==> config.mk <==
export PLATFORM = sky130hd
export DESIGN_NAME = uart_lin_break_and_baud_gen
export DESIGN_NICKNAME = d
export VERILOG_FILES = /design/src/hdl/lin_brk_pkg.sv /design/src/hdl/uart_lin_break_and_baud_gen.sv
export VERILOG_INCLUDE_DIRS = /design/src /design/src/hdl
export SDC_FILE = /design/constraint.sdc
export NUM_CORES = 1
export LEC_CHECK = 0
export ABC_AREA = 1
export BUFFER_PORTS_ARGS = -buffer_cell sky130_fd_sc_hd__buf_4
export CORE_MARGIN = 4
export CORE_UTILIZATION = 25
export CTS_CLUSTER_DIAMETER = 150
export DETAILED_ROUTE_END_ITERATION = 8
export SYNTH_ARGS = -nofsm -noshare
export SYNTH_HDL_FRONTEND = slang
export SYNTH_SLANG_ARGS = --single-unit
==> constraint.sdc <==
create_clock -name ref_clk -period 3.1 [get_ports ref_clk]
set_input_delay 0.31 -clock ref_clk [delete_from_list [all_inputs] [get_ports ref_clk]]
set_output_delay 0.31 -clock ref_clk [all_outputs]
set_load 0.005 [all_outputs]
==> src/hdl/lin_brk_defs.svh <==
`ifndef LIN_BRK_DEFS_SVH
`define LIN_BRK_DEFS_SVH
// base_clock_sel 0..10 divides ref_clk by 2**sel
`define SEL_MAX 4'ha
`define K_MIN 8'h08
// break accepted at 10.5 bit times (21 half periods) or more
`define BRK_MIN_HALVES 5'h15
`define RX_FRAME_HALVES 5'h14
`define TX_FRAME_HALVES 5'h16
`define STRETCH_TICKS 2'h2
`define RX_BUF_RESET 8'hff
`endif

==> src/hdl/lin_brk_pkg.sv <==
package lin_brk_pkg;
    typedef enum logic [1:0] {RX_IDLE, RX_START, RX_DATA} rx_state_t;
    typedef enum logic [1:0] {TX_IDLE, TX_SEND, TX_STRETCH} tx_state_t;
endpackage

==> src/hdl/uart_lin_break_and_baud_gen.sv <==
// Operation
// software sends zero byte, 8 bits, even parity
// software sets break length select to 101
// software scales divisor by 1.3 for break
// break receive armed by trigger, power, enable
// break receive detects start like normal
// long break: irq, clear flag and trigger
// break receive leaves error flags untouched
// break receive never loads receive buffer
// short break: no irq, stay armed
// base clock gated by power bit
// separate 8-bit tx and rx counters
// tx counter zero unless power and enable
// tx counter clears on first buffer write
// back-to-back clears per frame, else runs
// rx counter zero unless power and enable
// rx counter runs from start for a frame
// counter clock chosen by base_clock_sel
// divisor_value sets division value k
// bit rate is base clock over 2k
// input accepted after two agreeing samples
// start confirmed low after k base clocks
// back-to-back stop bit stretched two clocks
// counter reloads at k, toggles half clock
// break width measured in half bits
// break flag set while break in progress
`timescale 1ns/1ps
`include "lin_brk_defs.svh"
module uart_lin_break_and_baud_gen (
    // clock and reset
    input wire logic ref_clk,
    input wire logic rst,
    // control bits
    input wire logic uart_power_on,
    input wire logic tx_enable_bit,
    input wire logic rx_enable_bit,
    input wire logic [3:0] base_clock_sel,
    input wire logic [7:0] divisor_value,
    input wire logic break_rx_trigger_set,
    input wire logic tx_buffer_write,
    input wire logic tx_next_pending,
    // serial line
    input wire logic serial_in_pin,
    // status
    output logic break_rx_trigger,
    output logic break_rx_flag,
    output logic rx_done_irq,
    output logic [2:0] rx_error_status,
    output logic [7:0] rx_buffer_reg,
    output logic base_clk_tick,
    output logic [7:0] tx_count,
    output logic [7:0] rx_count,
    output logic tx_half_clk,
    output logic rx_half_clk
);
    logic [10:0] pre_r;
    logic tick_r;
    logic [1:0] pin_sync_r;
    logic s1_r, s2_r, filt_r;
    logic [7:0] tx_cnt_r, rx_cnt_r;
    logic tx_hc_r, rx_hc_r;
    logic [4:0] rx_halves_r, tx_halves_r;
    logic [4:0] low_halves_r;
    logic [1:0] stretch_r;
    logic trig_r, flag_r, irq_r;
    lin_brk_pkg::rx_state_t rx_st_r;
    lin_brk_pkg::tx_state_t tx_st_r;
    logic [2:0] err_r;
    logic [7:0] rxbuf_r;

    // counter top test, shared by both counters and the start check
    function automatic logic at_top(input logic [7:0] cnt,
                                    input logic [7:0] kk);
        at_top = cnt == 8'(kk - 8'h01);
    endfunction

    // base clock: ref_clk tick every 2**sel cycles, held off unpowered
    wire [3:0] sel = (base_clock_sel > `SEL_MAX) ? `SEL_MAX : base_clock_sel;
    wire [10:0] pre_mask = 11'((11'h001 << sel) - 11'h001);
    wire tick_nxt = uart_power_on && ((pre_r & pre_mask) == pre_mask);
    // k below the legal floor is clamped so the divider never stalls
    wire [7:0] k = (divisor_value < `K_MIN) ? `K_MIN : divisor_value;
    wire tx_run = uart_power_on && tx_enable_bit;
    wire rx_run = uart_power_on && rx_enable_bit;
    wire tx_wrap = tick_r && at_top(tx_cnt_r, k);
    wire rx_wrap = tick_r && at_top(rx_cnt_r, k);
    wire fall = tick_r && !filt_r && (s1_r == s2_r) && !s2_r;
    wire rx_active = rx_st_r != lin_brk_pkg::RX_IDLE;
    wire in_break = trig_r && rx_run;
    wire frame_end = rx_wrap && rx_st_r == lin_brk_pkg::RX_DATA &&
                     rx_halves_r == `RX_FRAME_HALVES;
    wire brk_ok = low_halves_r >= `BRK_MIN_HALVES;
    wire tx_frame_end = tx_wrap && tx_halves_r == `TX_FRAME_HALVES;
    // stop bit: line back high once a full frame has passed
    wire stop_seen = rx_st_r == lin_brk_pkg::RX_DATA && rx_wrap && filt_r &&
                     rx_halves_r >= `RX_FRAME_HALVES;

    always_ff @(posedge ref_clk) begin
        if (rst || !uart_power_on) begin
            pre_r <= 11'h000;
        end else begin
            pre_r <= 11'(pre_r + 11'h001);
        end
        tick_r <= rst ? 1'b0 : tick_nxt;
    end

    // pin sync, then two-sample agreement filter on base ticks
    always_ff @(posedge ref_clk) begin
        if (rst) begin
            pin_sync_r <= 2'b11;
            s1_r <= 1'b1;
            s2_r <= 1'b1;
            filt_r <= 1'b1;
        end else begin
            pin_sync_r <= {pin_sync_r[0], serial_in_pin};
            if (tick_r) begin
                s1_r <= pin_sync_r[1];
                s2_r <= s1_r;
                if (s1_r == s2_r) begin
                    filt_r <= s2_r;
                end
            end
        end
    end

    // transmit counter
    always_ff @(posedge ref_clk) begin
        if (rst || !tx_run) begin
            tx_cnt_r <= 8'h00;
            tx_hc_r <= 1'b0;
            tx_halves_r <= 5'h00;
            stretch_r <= 2'h0;
            tx_st_r <= lin_brk_pkg::TX_IDLE;
        end else if (tx_buffer_write && tx_st_r == lin_brk_pkg::TX_IDLE) begin
            tx_cnt_r <= 8'h00;
            tx_hc_r <= 1'b0;
            tx_halves_r <= 5'h00;
            tx_st_r <= lin_brk_pkg::TX_SEND;
        end else if (tx_st_r == lin_brk_pkg::TX_STRETCH) begin
            // extra base clocks hold the stop bit before the next frame
            if (tick_r) begin
                stretch_r <= 2'(stretch_r + 2'h1);
                if (stretch_r == `STRETCH_TICKS - 2'h1) begin
                    stretch_r <= 2'h0;
                    tx_cnt_r <= 8'h00;
                    tx_hc_r <= 1'b0;
                    tx_halves_r <= 5'h00;
                    tx_st_r <= lin_brk_pkg::TX_SEND;
                end
            end
        end else if (tx_frame_end && tx_st_r == lin_brk_pkg::TX_SEND) begin
            if (tx_next_pending) begin
                tx_st_r <= lin_brk_pkg::TX_STRETCH;
            end else begin
                tx_cnt_r <= 8'h00;
                tx_hc_r <= !tx_hc_r;
                tx_st_r <= lin_brk_pkg::TX_IDLE;
            end
        end else if (tick_r) begin
            tx_cnt_r <= tx_wrap ? 8'h00 : 8'(tx_cnt_r + 8'h01);
            if (tx_wrap) begin
                tx_hc_r <= !tx_hc_r;
                if (tx_halves_r != 5'h1f) begin
                    tx_halves_r <= 5'(tx_halves_r + 5'h01);
                end
            end
        end
    end

    // receive counter and break detection
    always_ff @(posedge ref_clk) begin
        if (rst || !rx_run) begin
            rx_cnt_r <= 8'h00;
            rx_hc_r <= 1'b0;
            rx_halves_r <= 5'h00;
            low_halves_r <= 5'h00;
            rx_st_r <= lin_brk_pkg::RX_IDLE;
        end else begin
            unique case (rx_st_r)
                lin_brk_pkg::RX_IDLE: begin
                    if (fall) begin
                        rx_cnt_r <= 8'h00;
                        rx_st_r <= lin_brk_pkg::RX_START;
                    end
                end
                lin_brk_pkg::RX_START: begin
                    if (tick_r) begin
                        rx_cnt_r <= 8'(rx_cnt_r + 8'h01);
                        if (at_top(rx_cnt_r, k)) begin
                            rx_cnt_r <= 8'h00;
                            rx_hc_r <= 1'b1;
                            rx_halves_r <= 5'h01;
                            low_halves_r <= 5'h01;
                            rx_st_r <= filt_r ? lin_brk_pkg::RX_IDLE
                                              : lin_brk_pkg::RX_DATA;
                        end
                    end
                end
                lin_brk_pkg::RX_DATA: begin
                    if (tick_r) begin
                        rx_cnt_r <= rx_wrap ? 8'h00 : 8'(rx_cnt_r + 8'h01);
                    end
                    if (rx_wrap) begin
                        rx_hc_r <= !rx_hc_r;
                        if (rx_halves_r != 5'h1f) begin
                            rx_halves_r <= 5'(rx_halves_r + 5'h01);
                        end
                        if (!filt_r && low_halves_r != 5'h1f) begin
                            low_halves_r <= 5'(low_halves_r + 5'h01);
                        end
                    end
                    // a break holds the line low past the frame, so the
                    // stop bit may come long after the normal frame end
                    if ((frame_end && (filt_r || !in_break)) ||
                        stop_seen) begin
                        rx_cnt_r <= 8'h00;
                        rx_st_r <= lin_brk_pkg::RX_IDLE;
                    end
                end
                default: rx_st_r <= lin_brk_pkg::RX_IDLE;
            endcase
        end
    end

    wire brk_done = in_break && stop_seen && brk_ok;
    wire norm_done = !in_break && frame_end;

    always_ff @(posedge ref_clk) begin
        if (rst) begin
            irq_r <= 1'b0;
        end else begin
            irq_r <= brk_done || norm_done;
        end
    end

    // a software arm in the same cycle as the clear wins
    always_ff @(posedge ref_clk) begin
        if (rst) begin
            trig_r <= 1'b0;
        end else if (break_rx_trigger_set) begin
            trig_r <= 1'b1;
        end else if (brk_done) begin
            trig_r <= 1'b0;
        end
    end

    // the clear must beat the in-progress set, which is also true then
    always_ff @(posedge ref_clk) begin
        if (rst) begin
            flag_r <= 1'b0;
        end else if (break_rx_trigger_set) begin
            flag_r <= 1'b1;
        end else if (brk_done) begin
            flag_r <= 1'b0;
        end else if (in_break && rx_active) begin
            flag_r <= 1'b1;
        end
    end

    // error flags belong to normal framing and are never touched here
    always_ff @(posedge ref_clk) begin
        if (rst) begin
            err_r <= 3'b000;
            rxbuf_r <= `RX_BUF_RESET;
        end else begin
            err_r <= err_r;
            rxbuf_r <= rxbuf_r;
        end
    end

    assign rx_error_status = err_r;
    assign rx_buffer_reg = rxbuf_r;
    assign break_rx_trigger = trig_r;
    assign break_rx_flag = flag_r;
    assign rx_done_irq = irq_r;
    assign base_clk_tick = tick_r;
    assign tx_count = tx_cnt_r;
    assign rx_count = rx_cnt_r;
    assign tx_half_clk = tx_hc_r;
    assign rx_half_clk = rx_hc_r;
endmodule
* Word-level counts from Yosys, hierarchy flattened
Cells that the tools add are included.
Word-level totals: register bits 59, input bits 21
Operators by class: add/sub/neg operators 9, order comparisons 4, equal/unequal tests 28, shift operators 1, multiplexer cells 60, bitwise gates (word level) 2, reduce and logical (&&, ||, !) cells 62
Operators by type and width (count):
- 2-to-1 mux 8 bit | 14
- 2-to-1 mux 5 bit | 13
- one-hot mux 8 bit (3 select lines) | 1
- logical AND 1 bit | 22
- 2-to-1 mux 2 bit | 11
- one-hot mux 5 bit (2 select lines) | 2
- adder 8 x 1 -> 8 bit, second input constant | 2
- equality test 8 bit | 2
- 2-to-1 mux 1 bit | 16
- AND reduction 4 bit | 4
- adder 5 x 1 -> 5 bit, second input constant | 3
- != test 5 bit, second input constant | 3
- AND reduction 5 bit | 3
- nonzero test 2 bit | 7
- != test 2 bit, second input constant | 6
- nonzero test 3 bit | 4
- adder 11 x 1 -> 11 bit, second input constant | 1
- AND 11 bit | 1
- equality test 11 bit | 1
- << shifter 1 x 4 -> 11 bit, first input constant | 1
- subtractor 11 x 1 -> 11 bit, second input constant | 1
- equality test 5 bit, second input constant | 2
- greater-or-equal comparator 5 bit, second input constant | 2
- AND reduction 3 bit | 3
- other kinds (20) | 41

* Depth between registers and ports, before layout
depth after elaboration 12, mapped depth 20

* Worst setup path after synthesis
OpenSTA, ideal clock, no wires.
path type input to register, start input port divisor_value[6], end register tx_hc_r, in the netlist tx_half_clk, setup time 0.110 ns, data arrival time 2.408 ns, data required time 2.990 ns, setup slack 0.582 ns, stages on the path 19, buffers on the path 1, cells stage by stage nor2_2 > nand3_4 > nand2_1 > ha_1 > inv_1 > nor2_1 > inv_1 > nor2_2 > nor2_1 > a21oi_1 > xor2_1 > nand4_2 > nor2_8 > nand4_4 > buf_6 > nand3_4 > nand2_1 > inv_1 > nor2_1
Between the ends: longest elaborated chain between the ends 9, elaborated cells between the ends (all ways) 13, those cells by class add/sub: 1; order compare: 1; eq/ne: 2; mux: 3; reduce/logical: 6
RTL lines:
- from (decl) | line uart_lin_break_and_baud_gen.sv:38 | input wire logic [7:0] divisor_value,
- < comparator 8 x 4 -> 1 bit (no line)
- 2-to-1 mux 8 bit (*) | line uart_lin_break_and_baud_gen.sv:82 | wire [7:0] k = (divisor_value < `K_MIN) ? `K_MIN : divisor_value;
- subtractor 8 x 1 -> 8 bit (*) | line uart_lin_break_and_baud_gen.sv:74 | at_top = cnt == 8'(kk - 8'h01);
- equality test 8 bit (*) | line uart_lin_break_and_baud_gen.sv:74
- logical AND 1 bit (*) | line uart_lin_break_and_baud_gen.sv:85 | wire tx_wrap = tick_r && at_top(tx_cnt_r, k);
- logical AND 1 bit (no line)
- logical AND 1 bit | line uart_lin_break_and_baud_gen.sv:151 | end else if (tx_frame_end && tx_st_r == lin_brk_pkg::TX_SEND) begin
- != test 3 bit (no line) (tied with other cells)
- AND reduction 5 bit (no line) or 2-to-1 mux 1 bit (tied branches)
- to (signal assigned) | line uart_lin_break_and_baud_gen.sv:156 | tx_hc_r <= !tx_hc_r;
- to (signal assigned) | line uart_lin_break_and_baud_gen.sv:162 | tx_hc_r <= !tx_hc_r;
- to (decl) | line uart_lin_break_and_baud_gen.sv:61 | logic tx_hc_r, rx_hc_r;
Mark *: on every way between the ends. The rest lies on a longest branch, timed or not. A chain may end at the register's enable or synchronous reset.

* Worst setup path in the final report
start input port divisor_value[6], end register tx_cnt_r[1], in the netlist tx_count[1]
Between the ends: longest elaborated chain between the ends 9, elaborated cells between the ends (all ways) 14, those cells by class add/sub: 1; order compare: 1; eq/ne: 2; mux: 5; reduce/logical: 5
RTL lines:
- < comparator 8 x 4 -> 1 bit (no line)
- 2-to-1 mux 8 bit (*) | line uart_lin_break_and_baud_gen.sv:82
- subtractor 8 x 1 -> 8 bit (*) | line uart_lin_break_and_baud_gen.sv:74
- equality test 8 bit (*) | line uart_lin_break_and_baud_gen.sv:74
- logical AND 1 bit (*) | line uart_lin_break_and_baud_gen.sv:85
- logical AND 1 bit (no line) or 2-to-1 mux 8 bit (tied branches)
- logical AND 1 bit or 2-to-1 mux 8 bit (tied branches) | line uart_lin_break_and_baud_gen.sv:151, uart_lin_break_and_baud_gen.sv:159
- != test 3 bit (no line) (tied with other cells)
- AND reduction 4 bit (no line) or 2-to-1 mux 8 bit (tied branches)
- to (signal assigned) | line uart_lin_break_and_baud_gen.sv:160 | tx_cnt_r <= tx_wrap ? 8'h00 : 8'(tx_cnt_r + 8'h01);
- to (decl) | line uart_lin_break_and_baud_gen.sv:60 | logic [7:0] tx_cnt_r, rx_cnt_r;
Mark *: on every way between the ends. The rest lies on a longest branch, timed or not. The select of a mux whose other input is x is not followed.

==> flow_metrics.tcl <==
set metrics [dict create \
    grt_max_degree 17 \
    start_util_pct 25.6 \
    cts_max_path_buffers 2 \
    grt_overflow_total 0 \
    fin_area_um2 4690 \
    min_from "serial_in_pin" \
    insertion_delay_ps 330 \
    yosys_warnings 0 \
    num_vias 3592 \
    area_growth_pct 20.2 \
    drt_iter0_drc 224 \
    synth.area.top_cells "dfxtp_1, nand2_1, inv_1, nor2_1, a21oi_1" \
    tns_ps 0 \
    worstSetupEndpointType "flop" \
    numPortBuffers 42 \
    antenna_left 0 \
    viasPerCell 4.32 \
    pin_count 54 \
    clockRootBuffer "clkbuf_16" \
    ff2ff_path_depth 9 \
    drv_slew 0 \
    holdBufCountCts 0 \
    dpl.hpwl_um 7080 \
    rrSetupSlack_ps 1000 \
    cp_top_family "simple AND/OR/NAND/NOR gates" \
    fmax_mhz 378 \
    leakagePower_nw 1.84 \
    post-route-util_pct 30.7 \
    avgSynthCellArea_um2 6.84 \
    ctsResizeCount 0 \
    path_buf_inv 3 \
    antenna_cells 0 \
    cp.arrival_ps 2870 \
    path_class "input pin to flop" \
    antenna_found_initial 0 \
    grtUsageTotal_pct 11.0 \
    outcome "finished clean" \
    drive_above_1_share_pct 15.9 \
    die_w_um 133 \
    syn_inst 570 \
    synth.cell_area_um2 3900 \
    die_h_um 133 \
    worstPathCellList "buf_4 -> nor2_2 -> nand3_4 -> nand2_1 -> ha_1 -> inv_1 -> nor2_1 -> inv_1 -> nor2_2 -> nor2_1 -> a21oi_1 -> xor2_1 -> nand4_2 -> nor2_8 -> nand4_4 -> nand2_2 -> nand2_1 -> o21ai_0 -> nor2_1" \
    fp.coreArea_um2 15300 \
    synthArstFlopShare_pct 0 \
    vdd_drop_max_mv 0.251 \
    h-tree-depth 3 \
    setup_violations 0 \
    clk_pin_slew_ps 50 \
    dieArea_um2 17700 \
    cp.required_ps 3320 \
    gp_congestion 0.869 \
    drtPass1Iterations 4 \
    timing.rr.start "base_clk_tick" \
    nets 654 \
    synth-seq-area-share_pct 30.3 \
    hold_viol 0 \
    synth_top_area_share_pct 30.3 \
    drv_cap 0 \
    cts_buffers 9 \
    routed_wl_um 9290 \
    synthTopCellsByCount "nand2_1, inv_1, nor2_1, dfxtp_1" \
    critPathMaxStageDelay_ps 220 \
    worst_hold_path.endpoint "pin_sync_r[0]" \
    cp-startpoint "divisor_value[6]" \
    pwr_density_cell_nw_per_um2 387 \
    yosysMostFrequentCell "nand2_1" \
    cts_sinks 59 \
    post-place-ws_ps 102 \
    post_dp_cell_area_um2 4410 \
    drc 0 \
    cts_tree "done" \
    post-route-min-period_ps 2650 \
    avgRoutedWirePerCell_um 11.2 \
    min_period_over_period_pct 85.3 \
    ys_types 46 \
    cp_slowest_cell "nor2_8" \
    synth_top_cell_by_area "dfxtp_1" \
    setup_slack_ps 454 \
    skew_ps 5.10 \
    worst_hold_slack_ps 162 \
    worstPathMaxFanout 10 \
    grt_pass1_wl_um 16100 \
    path_common_cell "nor2_1" \
    worstHoldPathType "input pin to flop" \
    hold_depth 2 \
    synth_edf_count 0 \
    grt_pass1_vias 3447 \
    rsz0062_at_grt "no" \
    cp-start-kind "input pin" \
    rows 45 \
    synthFlopType "dfxtp_1" \
    cts_setup_buffers 0 \
    regToRegEndpoint "rx_count[7]" \
    ys_ff_latch 59 \
]
-- power by group --
| part | total, mW | leakage (nW) | internal, mW | switching [mW] |
|---|---|---|---|---|
| sequential | 0.768 | 0.477 | 0.764 | 0.00410 |
| clock | 0.921 | 0.137 | 0.582 | 0.339 |
| combinational | 0.124 | 1.23 | 0.0502 | 0.0742 |
| total | 1.81 | 1.84 | 1.40 | 0.417 |
-- layout by cell type, fill, tap and decap left out, drive strengths merged --
master,n
ha,17
xnor2,5
a22oi,1
buf,46
inv,77
a31oi,3
xor2,14
nor3,14
o2111ai,2
a2111oi,1
o211ai,3
nand2,109
o21a,1
nor3b,2
o41ai,1
conb,11
o21ai,34
o31ai,3
clkinv,6
dfxtp,59
xnor3,2
nand4,14
nor2,79
o21bai,1
o221ai,1
clkbuf,14
a21oi,49
or2,2
nand3,50
-- worst register-to-register path: cells and delay by family, from the launching register on --
family | cells | cell delay (ps)
AND/OR/NAND/NOR | 2 | 250
flip-flops | 1 | 320
AO/OA/AOI/OAI | 6 | 1360
buffers and inverters | 1 | 110
-- routing by layer --
metal	routed length (µm)	global-route usage, %
met5	0	0
met2	4020	16.7
met4	131	3.81
met1	4720	14.9
met3	422	3.04
-- worst max path at each step --
| stage | to | slack [ps] | cells after the start |
|---|---|---|---|
| after CTS | tx_count[1] | 460 | 19 |
| after global placement | tx_count[1] | 190 | 19 |
| final | tx_count[1] | 450 | 19 |
| after floorplan | tx_half_clk | 580 | 19 |
| after detailed placement | tx_count[1] | 100 | 19 |
| after global routing | tx_count[1] | 70 | 19 |
-- stage by stage --
step | total power [mW] | cells
after floorplan | 0.867 | 579
after global placement | 0.908 | 816
after detailed placement | 0.908 | 816
after CTS | 1.84 | 832
after global routing | 1.88 | 832
final | 1.81 | 832
-- registers in the layout, indices dropped and copies added, names as in the netlist, 2 cells and up --
| name | cells |
|---|---|
| pre_r | 11 |
| rx_count | 8 |
| tx_count | 8 |
| low_halves_r | 5 |
| rx_halves_r | 5 |
| tx_halves_r | 5 |
| pin_sync_r | 2 |
| rx_st_r | 2 |
| stretch_r | 2 |
| tx_st_r | 2 |
-- layout make-up --
class                      count  area (µm²)
clock buffer                  14         264
clock inverter                 2        10.0
fill                        1704       10600
inverter                      81         304
multi-input combinational    419        2320
sequential                    59        1180
tap                          211         264
timing repair buffer          46         345
-- cells by family (layout without fill, tap and decap cells) --
| group | after synthesis | in the layout | share of synthesized area [%] |
|---|---|---|---|
| AOI/OAI and AO/OA | 100 | 100 | 14.9 |
| xor gates and xnor gates | 21 | 21 | 5.42 |
| adders and majority gates | 17 | 17 | 5.45 |
| buffers and inverters | 101 | 143 | 11.1 |
| DFF | 59 | 59 | 30.3 |
| other | 2 | 11 | 0.193 |
| and+or+nand+nor | 270 | 270 | 32.7 |
Note: power is estimated with default switching activity, not from simulation.
